<file path="src/hdl/ecx_pkg.sv">
package ecx_pkg;
  // Operating modes held in the top bits of the extended control register.
  typedef enum logic [2:0] {
    ECX_MODE_STD = 3'b000,
    ECX_MODE_BIDIR = 3'b001,
    ECX_MODE_PFIFO = 3'b010,
    ECX_MODE_ECP = 3'b011,
    ECX_MODE_EPP = 3'b100,
    ECX_MODE_RSVD = 3'b101,
    ECX_MODE_TEST = 3'b110,
    ECX_MODE_CFG = 3'b111
  } ecx_mode_type;

  // Host-side register selectors on the register port.
  localparam logic [2:0] ECX_SEL_INDEX = 3'h0;
  localparam logic [2:0] ECX_SEL_DATA = 3'h1;
  localparam logic [2:0] ECX_SEL_AUX = 3'h2;
  localparam logic [2:0] ECX_SEL_PCTL = 3'h3;
  localparam logic [2:0] ECX_SEL_PDATA = 3'h4;

  // Second-level indices behind the extended index register.
  localparam logic [2:0] ECX_IDX_CTL0 = 3'h0;
  localparam logic [2:0] ECX_IDX_CTL2 = 3'h2;
  localparam logic [2:0] ECX_IDX_CTL4 = 3'h4;
  localparam logic [2:0] ECX_IDX_CFG0 = 3'h5;

  // Reset values.
  localparam logic [7:0] ECX_CTL0_RST = 8'h00;
  localparam logic [7:0] ECX_CTL2_RST = 8'h00;
  localparam logic [7:0] ECX_CTL4_RST = 8'h07;
  localparam logic [7:0] ECX_CFG0_RST = 8'h00;
  localparam logic [7:0] ECX_AUX_RST = 8'h00;

  // Field positions.
  localparam int ECX_C0_TOMASK = 0;
  localparam int ECX_C0_FREEZE = 4;
  localparam int ECX_C0_LIVE = 5;
  localparam int ECX_C2_ZWS17 = 3;
  localparam int ECX_C2_EPP19 = 4;
  localparam int ECX_C2_CHANEN = 6;
  localparam int ECX_C2_SPPCOMP = 7;
  localparam int ECX_CF_PEPULL = 2;
  localparam int ECX_CF_DEMAND = 6;
  localparam int ECX_CF_CNFGA3 = 7;
  localparam int ECX_PC_IRQEN = 4;
  localparam int ECX_PC_DIR = 5;

  // Timing: the slow reference clock and the demand-DMA figures.
  localparam int ECX_CLK_MHZ = 250;
  localparam int ECX_REF_MHZ = 24;
  localparam int ECX_FLUSH_COUNTS = 256;
  localparam int ECX_DEMAND_THRESH = 4;
  localparam int ECX_BURST_LEN = 4;
  localparam int ECX_REST_BASE = 8;
  localparam int ECX_REST_STEP = 32;
endpackage : ecx_pkg

</file>
<file path="src/hdl/ecx_ext_ctl.sv">
`timescale 1ns/10ps
module ecx_ext_ctl
  import ecx_pkg::*;
#(
  parameter int FIFO_AW = 5,
  parameter int BUF_W = 9
)(
  // Clock and reset.
  input wire logic clk_i,
  input wire logic rstn_i,
  // Register port.
  input wire logic [2:0] reg_sel_i,
  input wire logic reg_rd_i,
  input wire logic reg_wr_i,
  input wire logic [7:0] reg_wdata_i,
  output logic [7:0] reg_rdata_o,
  // Port state from the surrounding port logic.
  input wire logic [2:0] ecr_mode_i,
  input wire logic [7:0] pctl_q_i,
  input wire logic [7:0] pdata_q_i,
  input wire logic fifo_tag_bottom_i,
  input wire logic [FIFO_AW:0] fifo_free_i,
  input wire logic [FIFO_AW:0] fifo_count_i,
  input wire logic dma_xfer_i,
  input wire logic ecp_irq_i,
  input wire logic epp_timeout_i,
  input wire logic status_rd_i,
  // Pins, asynchronous to clk_i.
  input wire logic [3:0] ctl_pins_i,
  input wire logic [7:0] data_pins_i,
  input wire logic ack_n_i,
  // Incoming peripheral bytes: tag is BUSY, high for data.
  input wire logic in_valid_i,
  input wire logic in_tag_i,
  input wire logic [7:0] in_data_i,
  output logic in_ready_o,
  // Bytes toward the FIFO.
  output logic fifo_valid_o,
  output logic fifo_tag_o,
  output logic [7:0] fifo_data_o,
  input wire logic fifo_ready_i,
  // Control outputs.
  output logic dma_req_o,
  output logic irq_o,
  output logic irq_oe_o,
  output logic dsr_irq_status_o,
  output logic zws_o,
  output logic epp19_o,
  output logic freeze_o,
  output logic freeze_reinit_o,
  output logic fifo_hold_empty_o,
  output logic hw_xfer_en_o,
  output logic dma_fill_en_o,
  output logic dir_eff_o,
  output logic pd_oe_o,
  output logic pe_pullup_o,
  output logic [7:0] config_b_readback_o,
  output logic config_a_bit3_o
);

  typedef enum logic [1:0] {
    ECX_DQ_IDLE = 2'b00,
    ECX_DQ_ACT = 2'b01,
    ECX_DQ_REST = 2'b10
  } ecx_dq_type;

  localparam logic [7:0] REF_INC = 8'(ECX_REF_MHZ);
  localparam logic [8:0] REF_WRAP = 9'(ECX_CLK_MHZ);

  // True when the index names an implemented register.
  function automatic logic idx_ok(input logic [2:0] idx);
    idx_ok = (idx == ECX_IDX_CTL0) || (idx == ECX_IDX_CTL2) ||
             (idx == ECX_IDX_CTL4) || (idx == ECX_IDX_CFG0);
  endfunction : idx_ok

  // True for the modes that have a compatible variant.
  function automatic logic compat_mode(input logic [2:0] m);
    compat_mode = (m == ECX_MODE_STD) || (m == ECX_MODE_BIDIR) || (m == ECX_MODE_EPP);
  endfunction : compat_mode

  logic [2:0] idx_q;
  logic [7:0] ctl0_q, ctl2_q, ctl4_q, cfg0_q;
  logic [2:0] mode_q;
  logic mode_chg;
  logic [2:0] mode;
  logic dir;
  logic compat;
  logic [3:0] cp_s1_q, cp_s2_q, cp_s3_q, cp_q;
  logic [7:0] dp_s1_q, dp_s2_q, dp_s3_q, dp_q;
  logic [2:0] ack_s_q;
  logic ack_q;

  assign mode = ecr_mode_i;
  assign dir = (mode == ECX_MODE_STD || mode == ECX_MODE_PFIFO) ? 1'b0 : pctl_q_i[ECX_PC_DIR];
  assign compat = ctl2_q[ECX_C2_SPPCOMP] && compat_mode(mode);
  assign mode_chg = (mode != mode_q);

  // Pin synchronisers; a level counts only once stages two and three agree.
  always_ff @(posedge clk_i or negedge rstn_i)
  begin
    if (!rstn_i)
    begin
      cp_s1_q <= 4'h0;
      cp_s2_q <= 4'h0;
      cp_s3_q <= 4'h0;
      cp_q <= 4'h0;
      dp_s1_q <= 8'h00;
      dp_s2_q <= 8'h00;
      dp_s3_q <= 8'h00;
      dp_q <= 8'h00;
      ack_s_q <= 3'h7;
      ack_q <= 1'b1;
    end
    else
    begin
      cp_s1_q <= ctl_pins_i;
      cp_s2_q <= cp_s1_q;
      cp_s3_q <= cp_s2_q;
      dp_s1_q <= data_pins_i;
      dp_s2_q <= dp_s1_q;
      dp_s3_q <= dp_s2_q;
      ack_s_q <= {ack_s_q[1:0], ack_n_i};
      for (int i = 0; i < 4; i++)
        if (cp_s2_q[i] == cp_s3_q[i]) cp_q[i] <= cp_s3_q[i];
      for (int i = 0; i < 8; i++)
        if (dp_s2_q[i] == dp_s3_q[i]) dp_q[i] <= dp_s3_q[i];
      if (ack_s_q[1] == ack_s_q[2]) ack_q <= ack_s_q[2];
    end
  end

  // Index and extended registers; unlisted indices swallow the write.
  always_ff @(posedge clk_i or negedge rstn_i)
  begin
    if (!rstn_i)
    begin
      idx_q <= 3'h0;
      ctl0_q <= ECX_CTL0_RST;
      ctl2_q <= ECX_CTL2_RST;
      ctl4_q <= ECX_CTL4_RST;
      cfg0_q <= ECX_CFG0_RST;
      mode_q <= ECX_MODE_STD;
    end
    else
    begin
      mode_q <= mode;
      if (reg_wr_i && reg_sel_i == ECX_SEL_INDEX) idx_q <= reg_wdata_i[2:0];
      if (reg_wr_i && reg_sel_i == ECX_SEL_DATA && idx_ok(idx_q))
      begin
        case (idx_q)
          ECX_IDX_CTL0: ctl0_q <= reg_wdata_i;
          ECX_IDX_CTL2: ctl2_q <= reg_wdata_i;
          ECX_IDX_CTL4: ctl4_q <= reg_wdata_i;
          default: cfg0_q <= reg_wdata_i;
        endcase
      end
    end
  end

  // Read data, one cycle after the read strobe.
  logic [7:0] rd_d;
  always_comb
  begin
    rd_d = 8'h00;
    case (reg_sel_i)
      ECX_SEL_INDEX: rd_d = {5'h00, idx_q};
      ECX_SEL_DATA:
        case (idx_q)
          ECX_IDX_CTL0: rd_d = ctl0_q;
          ECX_IDX_CTL2: rd_d = ctl2_q;
          ECX_IDX_CTL4: rd_d = ctl4_q;
          ECX_IDX_CFG0: rd_d = cfg0_q;
          default: rd_d = 8'h00;
        endcase
      // The tag is undefined elsewhere; zero keeps reads deterministic.
      ECX_SEL_AUX: rd_d = {(mode == ECX_MODE_ECP && dir) ? fifo_tag_bottom_i : 1'b0,
                           ECX_AUX_RST[6:0]};
      ECX_SEL_PCTL:
      begin
        rd_d = pctl_q_i;
        if (ctl0_q[ECX_C0_LIVE] || compat) rd_d[3:0] = cp_q;
        if (compat && mode != ECX_MODE_EPP) rd_d[ECX_PC_DIR] = 1'b1;
      end
      ECX_SEL_PDATA: rd_d = (compat && !dir) ? pdata_q_i : dp_q;
      default: rd_d = 8'h00;
    endcase
  end

  always_ff @(posedge clk_i or negedge rstn_i)
  begin
    if (!rstn_i) reg_rdata_o <= 8'h00;
    else if (reg_rd_i) reg_rdata_o <= rd_d;
  end

  // Interrupt path; an ACK edge in the clearing cycle still sets the flag.
  logic ack_prev_q;
  always_ff @(posedge clk_i or negedge rstn_i)
  begin
    if (!rstn_i)
    begin
      ack_prev_q <= 1'b1;
      dsr_irq_status_o <= 1'b0;
      irq_o <= 1'b0;
      irq_oe_o <= 1'b0;
    end
    else
    begin
      ack_prev_q <= ack_q;
      if (compat && mode == ECX_MODE_BIDIR && ack_q && !ack_prev_q)
        dsr_irq_status_o <= 1'b1;
      else if (status_rd_i || !(compat && mode == ECX_MODE_BIDIR))
        dsr_irq_status_o <= 1'b0;
      irq_o <= ecp_irq_i || (epp_timeout_i && ctl0_q[ECX_C0_TOMASK]) ||
               (compat && mode == ECX_MODE_BIDIR && dsr_irq_status_o);
      irq_oe_o <= !(compat && !pctl_q_i[ECX_PC_IRQEN]);
    end
  end

  // Static controls derived from mode and registers.
  always_ff @(posedge clk_i or negedge rstn_i)
  begin
    if (!rstn_i)
    begin
      zws_o <= 1'b0;
      epp19_o <= 1'b0;
      freeze_o <= 1'b0;
      freeze_reinit_o <= 1'b0;
      fifo_hold_empty_o <= 1'b1;
      hw_xfer_en_o <= 1'b0;
      dma_fill_en_o <= 1'b0;
      dir_eff_o <= 1'b0;
      pd_oe_o <= 1'b1;
      pe_pullup_o <= 1'b0;
      config_b_readback_o <= 8'h00;
      config_a_bit3_o <= 1'b0;
    end
    else
    begin
      epp19_o <= ctl2_q[ECX_C2_EPP19];
      if (mode == ECX_MODE_EPP)
        zws_o <= !ctl2_q[ECX_C2_EPP19] && ctl2_q[ECX_C2_ZWS17];
      else
        zws_o <= !compat;
      freeze_o <= (mode == ECX_MODE_ECP) && ctl0_q[ECX_C0_FREEZE];
      freeze_reinit_o <= freeze_o && (mode == ECX_MODE_ECP) && !ctl0_q[ECX_C0_FREEZE];
      fifo_hold_empty_o <= (mode == ECX_MODE_STD) || (mode == ECX_MODE_BIDIR);
      hw_xfer_en_o <= (mode == ECX_MODE_PFIFO) || (mode == ECX_MODE_ECP);
      dma_fill_en_o <= (mode == ECX_MODE_PFIFO) || (mode == ECX_MODE_ECP) ||
                       (mode == ECX_MODE_TEST);
      dir_eff_o <= dir;
      pd_oe_o <= !dir;
      pe_pullup_o <= cfg0_q[ECX_CF_PEPULL];
      // Mirror only; real routing lives elsewhere.
      config_b_readback_o <= {2'b00, cfg0_q[5:3], 1'b0, cfg0_q[1:0]};
      config_a_bit3_o <= cfg0_q[ECX_CF_CNFGA3];
    end
  end

  // Two-entry buffer toward the FIFO; head entry drives the outputs directly.
  logic v1_q;
  logic [BUF_W-1:0] d1_q;
  logic keep, push, pop, buf_flush;
  assign keep = in_tag_i || (ctl2_q[ECX_C2_CHANEN] && mode == ECX_MODE_ECP && dir &&
                in_data_i[7]);
  assign push = in_valid_i && in_ready_o && keep;
  assign pop = fifo_valid_o && fifo_ready_i;
  // Run-length counts are consumed here but not stored; expansion is outside.
  assign buf_flush = mode_chg || fifo_hold_empty_o;

  always_ff @(posedge clk_i or negedge rstn_i)
  begin
    if (!rstn_i)
    begin
      fifo_valid_o <= 1'b0;
      fifo_tag_o <= 1'b0;
      fifo_data_o <= 8'h00;
      v1_q <= 1'b0;
      d1_q <= '0;
      in_ready_o <= 1'b0;
    end
    else if (buf_flush)
    begin
      fifo_valid_o <= 1'b0;
      v1_q <= 1'b0;
      in_ready_o <= 1'b1;
    end
    else
    begin
      if (pop)
      begin
        fifo_valid_o <= v1_q || push;
        if (v1_q) {fifo_tag_o, fifo_data_o} <= d1_q;
        else if (push) {fifo_tag_o, fifo_data_o} <= {in_tag_i, in_data_i};
        v1_q <= v1_q && push;
        if (v1_q && push) d1_q <= {in_tag_i, in_data_i};
        in_ready_o <= 1'b1;
      end
      else if (push)
      begin
        if (!fifo_valid_o)
        begin
          fifo_valid_o <= 1'b1;
          {fifo_tag_o, fifo_data_o} <= {in_tag_i, in_data_i};
        end
        else
        begin
          v1_q <= 1'b1;
          d1_q <= {in_tag_i, in_data_i};
          in_ready_o <= 1'b0;
        end
      end
    end
  end

  // Reference tick: fractional divider gives one pulse per 24 MHz period.
  logic [7:0] acc_q;
  logic ref_tick_q;
  logic [8:0] acc_sum;
  assign acc_sum = {1'b0, acc_q} + {1'b0, REF_INC};
  always_ff @(posedge clk_i or negedge rstn_i)
  begin
    if (!rstn_i)
    begin
      acc_q <= 8'h00;
      ref_tick_q <= 1'b0;
    end
    else
    begin
      ref_tick_q <= (acc_sum >= REF_WRAP);
      acc_q <= (acc_sum >= REF_WRAP) ? 8'(acc_sum - REF_WRAP) : acc_sum[7:0];
    end
  end

  // Demand DMA.
  ecx_dq_type dq_q;
  logic [7:0] flush_q;
  logic flush_run_q, flush_exp;
  logic [5:0] act_q, act_lim;
  logic [1:0] burst_q;
  logic [7:0] rest_q;
  logic demand, thresh, able;
  assign demand = cfg0_q[ECX_CF_DEMAND] && dma_fill_en_o;
  assign thresh = dir ? (fifo_count_i >= (FIFO_AW+1)'(ECX_DEMAND_THRESH))
                      : (fifo_free_i >= (FIFO_AW+1)'(ECX_DEMAND_THRESH));
  assign able = !(dir && fifo_count_i == '0);
  // Widened before the add so that a field of 7 gives 32 and does not wrap to 0.
  assign act_lim = (ctl4_q[2:0] == 3'h0) ? 6'h01 : ({1'b0, ctl4_q[2:0], 2'b00} + 6'h04);
  assign flush_exp = flush_run_q && ref_tick_q && flush_q == 8'(ECX_FLUSH_COUNTS - 1);

  // Flush counter: armed by a backward store while no request is up.
  always_ff @(posedge clk_i or negedge rstn_i)
  begin
    if (!rstn_i)
    begin
      flush_q <= 8'h00;
      flush_run_q <= 1'b0;
    end
    else if (!demand || !dir || dma_req_o || mode_chg || flush_exp)
    begin
      flush_q <= 8'h00;
      flush_run_q <= 1'b0;
    end
    else
    begin
      if (pop) flush_run_q <= 1'b1;
      if (flush_run_q && ref_tick_q) flush_q <= flush_q + 8'h01;
    end
  end

  always_ff @(posedge clk_i or negedge rstn_i)
  begin
    if (!rstn_i)
    begin
      dq_q <= ECX_DQ_IDLE;
      dma_req_o <= 1'b0;
      act_q <= 6'h00;
      burst_q <= 2'h0;
      rest_q <= 8'h00;
    end
    else if (mode_chg || !demand)
    begin
      dq_q <= ECX_DQ_IDLE;
      dma_req_o <= 1'b0;
      act_q <= 6'h00;
      burst_q <= 2'h0;
    end
    else
    begin
      case (dq_q)
        ECX_DQ_IDLE:
          if (thresh || flush_exp)
          begin
            dq_q <= ECX_DQ_ACT;
            dma_req_o <= 1'b1;
            burst_q <= 2'h0;
          end
        ECX_DQ_ACT:
          if (dma_xfer_i)
          begin
            act_q <= act_q + 6'h01;
            burst_q <= burst_q + 2'h1;
            if (act_q + 6'h01 >= act_lim)
            begin
              dq_q <= ECX_DQ_REST;
              dma_req_o <= 1'b0;
              rest_q <= 8'(ECX_REST_BASE) + {ctl4_q[6:4], 5'h00};
            end
            else if (burst_q == 2'(ECX_BURST_LEN - 1) && !thresh)
            begin
              dq_q <= ECX_DQ_IDLE;
              dma_req_o <= 1'b0;
              act_q <= 6'h00;
            end
          end
          else if (!able)
          begin
            dq_q <= ECX_DQ_IDLE;
            dma_req_o <= 1'b0;
            act_q <= 6'h00;
          end
        // The first tick may come at once, so one extra tick keeps whole periods.
        ECX_DQ_REST:
          if (rest_q == 8'h00 && ref_tick_q)
          begin
            dq_q <= ECX_DQ_IDLE;
            act_q <= 6'h00;
          end
          else if (ref_tick_q) rest_q <= rest_q - 8'h01;
        default:
        begin
          dq_q <= ECX_DQ_IDLE;
          dma_req_o <= 1'b0;
        end
      endcase
    end
  end
endmodule : ecx_ext_ctl

</file>
<file path="config.mk">
export PLATFORM = sky130hd
export DESIGN_NAME = ecx_ext_ctl
export DESIGN_NICKNAME = d
export VERILOG_FILES = /design/src/hdl/ecx_pkg.sv /design/src/hdl/ecx_ext_ctl.sv
export SDC_FILE = /design/constraint.sdc
export NUM_CORES = 1
export LEC_CHECK = 0
export BUFFER_PORTS_ARGS = -buffer_cell sky130_fd_sc_hd__clkbuf_2
export CAP_MARGIN = 10
export CORE_ASPECT_RATIO = 2
export CORE_MARGIN = 2
export CORE_UTILIZATION = 31
export CTS_CLUSTER_SIZE = 28
export DETAILED_ROUTE_END_ITERATION = 10
export GPL_ROUTABILITY_DRIVEN = 0
export PLACE_DENSITY = 0.48
export SETUP_SLACK_MARGIN = 0.1
export SYNTH_ARGS = -nofsm -noshare
export SYNTH_HDL_FRONTEND = slang
export SYNTH_SLANG_ARGS = --single-unit
</file>
<file path="constraint.sdc">
create_clock -name clk_i -period 7.9 [get_ports clk_i]
set_clock_uncertainty 0.15 [all_clocks]
set_input_delay 0.395 -clock clk_i [delete_from_list [all_inputs] [get_ports clk_i]]
set_output_delay 0.395 -clock clk_i [all_outputs]
set_load 0.05 [all_outputs]
</file>
==> flow_summary.yaml <==
timing:
  final.setup.worst_slack_ns: 4.24
  rsz0062_at_grt: "no"
  tightestPinTransition_ns: 0.961
  period_share: 0.464
  finalMaxSlewViolations: 0
  hold_ws_ns: 0.0274
  timing.slew.headroom: 0.360
  setup_viol: 0
  min_period_ns: 3.66
  max_freq_ghz: 0.273
  finalHoldViolations: 0
  setup_tns_ns: 0
yosys:
  async_reset_ff_frac: 1.00
  syn_area_per_cell_sq_um: 12.0
  ys_types: 62
  synth_warnings: 0
  dominantRegCellSynth: "dfrtp_1"
  postSynthCellCount: 644
  synth_edf_count: 0
  ys_ff_latch: 175
  seq_area_frac_synth: 0.567
  syn_area_sq_um: 7740
pwr:
  ir_drop_mv: 0.142
  p_leak_nw: 4.19
  power_density_nw_per_um2: 256
clock_tree:
  clockBufferDepth: 2
  cts_tree: "built"
  cts.clk_slew.worst_paths_ns: 0.07
  numCtsBuffers: 17
  clock_latency_ns: 0.44
  numClockSinks: 175
  clockRootBuffer: "clkbuf_16"
  htree_num_levels: 4
critical_path:
  worstPathMaxFanout: 15
  setup.worst_path.end_class: "register"
  arrival_ns: 3.89
  crit_type: "reg2reg"
  startpoint_type: "register"
  critPathRequiredTime_ns: 8.13
die:
  die_area_sq_um: 26300
  rows: 81
  die_w_microns: 116
  io_pins: 117
  die_height_microns: 228
  start_util: 0.316
  core_sq_um: 24500
global_routing:
  grt_pass1_wl_microns: 30000
  grt_overflow: 0
  grt_pass1_vias: 5686
  antenna_found_initial: 0
  grt_util_all_layers: 0.150
  grt_max_degree: 103
route:
  wl_microns: 18400
  firstDrtPassIters: 5
  drt_iter0_drc: 323
  via_count: 5261
  viasPerCell: 4.71
  ant_nets: 0
  drc: 0
  routedWlPerCell_microns: 16.5
flow_run:
  drv_cap: 0
placed_design:
  dp.cells: 1069
  placement.io_buffers: 111
  preCtsSetupSlack_ns: 4.26
  dp_hpwl_microns: 13700
cells_and_area:
  area_growth_pct: 20.9
  drive_gt1_frac: 0.298
  layout.cells.non_filler: 1116
  diodes: 0
  fill_cells: 2506
  final_core_util: 0.382
  nets: 864
worst_hold_path:
  hp-class: "in2reg"
outcome:
  status: "finished, final reports clean"
## synth_stat cells (4+ instances only)
library cell | number | share of area
nor3b_1 | 7 | 0.0068
o21ai_0 | 17 | 0.011
dfstp_2 | 10 | 0.034
a222oi_1 | 4 | 0.0052
buf_2 | 4 | 0.0026
nand2b_1 | 11 | 0.0089
xor2_1 | 5 | 0.0057
a21oi_1 | 21 | 0.014
nor2b_1 | 9 | 0.0073
a221o_1 | 4 | 0.0052
maj3_1 | 15 | 0.019
mux2_2 | 66 | 0.096
dfrtp_1 | 165 | 0.53
inv_1 | 32 | 0.016
and2_1 | 5 | 0.0040
nor2_1 | 42 | 0.020
xnor2_1 | 8 | 0.0090
ha_1 | 18 | 0.029
a31oi_1 | 6 | 0.0048
clkbuf_1 | 10 | 0.0048
nand3_1 | 25 | 0.016
o22ai_1 | 14 | 0.011
nand4_1 | 6 | 0.0048
mux2i_1 | 31 | 0.040
nor3_1 | 5 | 0.0032
and3_1 | 5 | 0.0040
o221ai_1 | 5 | 0.0057
nand2_1 | 45 | 0.022
## layout make-up
type,count,area (sq um),area share
Clock buffer,18,429,0.0458
Multi-Input combinational cell,418,3140,0.335
Tap cell,332,415,0.0444
Inverter,32,120,0.0128
Timing Repair Buffer,127,719,0.0769
Clock inverter,14,148,0.0158
Sequential cell,175,4390,0.469
## routing by layer
metal / share of wire / global-route usage
met2: 0.55 / 0.275
met5: 0 / 0
met4: 0.021 / 0.0530
met1: 0.39 / 0.168
met3: 0.033 / 0.0349
## where the power goes
group          internal, mW  leakage, nW  switching [mW]
sequential             1.01         2.17          0.0886
clock                 0.447        0.275           0.391
combinational         0.171         1.75           0.287
total                  1.63         4.19           0.766
## placed cells by master (no fill, tap or decap), types with 7 or more instances in the layout
cell / n
a21oi_1: 21
clkbuf_16: 17
clkbuf_2: 110
dfrtp_1: 165
dfstp_2: 10
dlygate4sd3_1: 15
ha_1: 18
inv_1: 32
maj3_1: 15
mux2_2: 66
mux2i_1: 31
nand2_1: 45
nand2b_1: 11
nand3_1: 25
nor2_1: 42
nor2b_1: 9
nor3b_1: 7
o21ai_0: 17
o22ai_1: 14
xnor2_1: 8
## stage by stage
step | area (sq um) | power [mW]
2_1_floorplan | 7750 | 1.42
3_3_place_gp | 8630 | 1.57
3_5_place_dp | 8630 | 1.58
4_1_cts | 9360 | 2.43
5_1_grt | 9360 | 2.52
6_report | 9360 | 2.40
## final timing paths
check	start	end	slack [ns]	depth (start not counted)
min in group asynchronous	rstn_i	cp_s1_q[2]	0.44	2
hold / removal	ecp_irq_i	irq_o	0.03	2
max in group asynchronous	rstn_i	idx_q[1]	5.61	3
hold reg to reg	dp_s1_q[5]	dp_s2_q[5]	0.20	0
setup reg to reg	ctl4_q[0]	rest_q[5]	4.24	11
setup / recovery	ctl4_q[0]	rest_q[5]	4.24	11
## flip-flops by register name (all words and copies together), names as in the netlist, 5 cells and up
name,count
rest_q,8
acc_q,7
act_q,6
ctl0_q,8
ctl4_q,8
dp_s1_q,8
reg_rdata_o,8
ctl2_q,8
fifo_data_o,8
flush_q,8
config_b_readback_o,5
cfg0_q,8
d1_q,9
dp_s3_q,8
dp_s2_q,8
dp_q,8
## worst max-delay path, stage by stage (launching register included)
cell,delay [ns]
dfstp_2,0.57
inv_1,0.07
ha_1,0.21
nor2b_1,0.14
or2_2,0.27
ha_1,0.27
nand4_1,0.09
o221ai_1,0.51
nand2_1,0.11
a221o_1,0.53
or4b_1,0.58
nand3_1,0.09
## cell families after synthesis
family / Yosys count / share of synthesized area
xor+xnor: 15 / 0.0189
flops: 175 / 0.567
mux: 97 / 0.136
other cells: 1 / 0.000484
compound gates: 90 / 0.0811
buf+inv: 53 / 0.0288
fa+ha+maj: 33 / 0.0485
simple gates: 180 / 0.119
## what timing repair did
action / 4_1_cts / 5_1_grt
resized for setup: 0 / 0
hold buffers: 15 / 0
buffers inserted: 0 / 0
hold endpoints to repair: 84 / 0
Note: power is estimated with default switching activity, not from simulation.
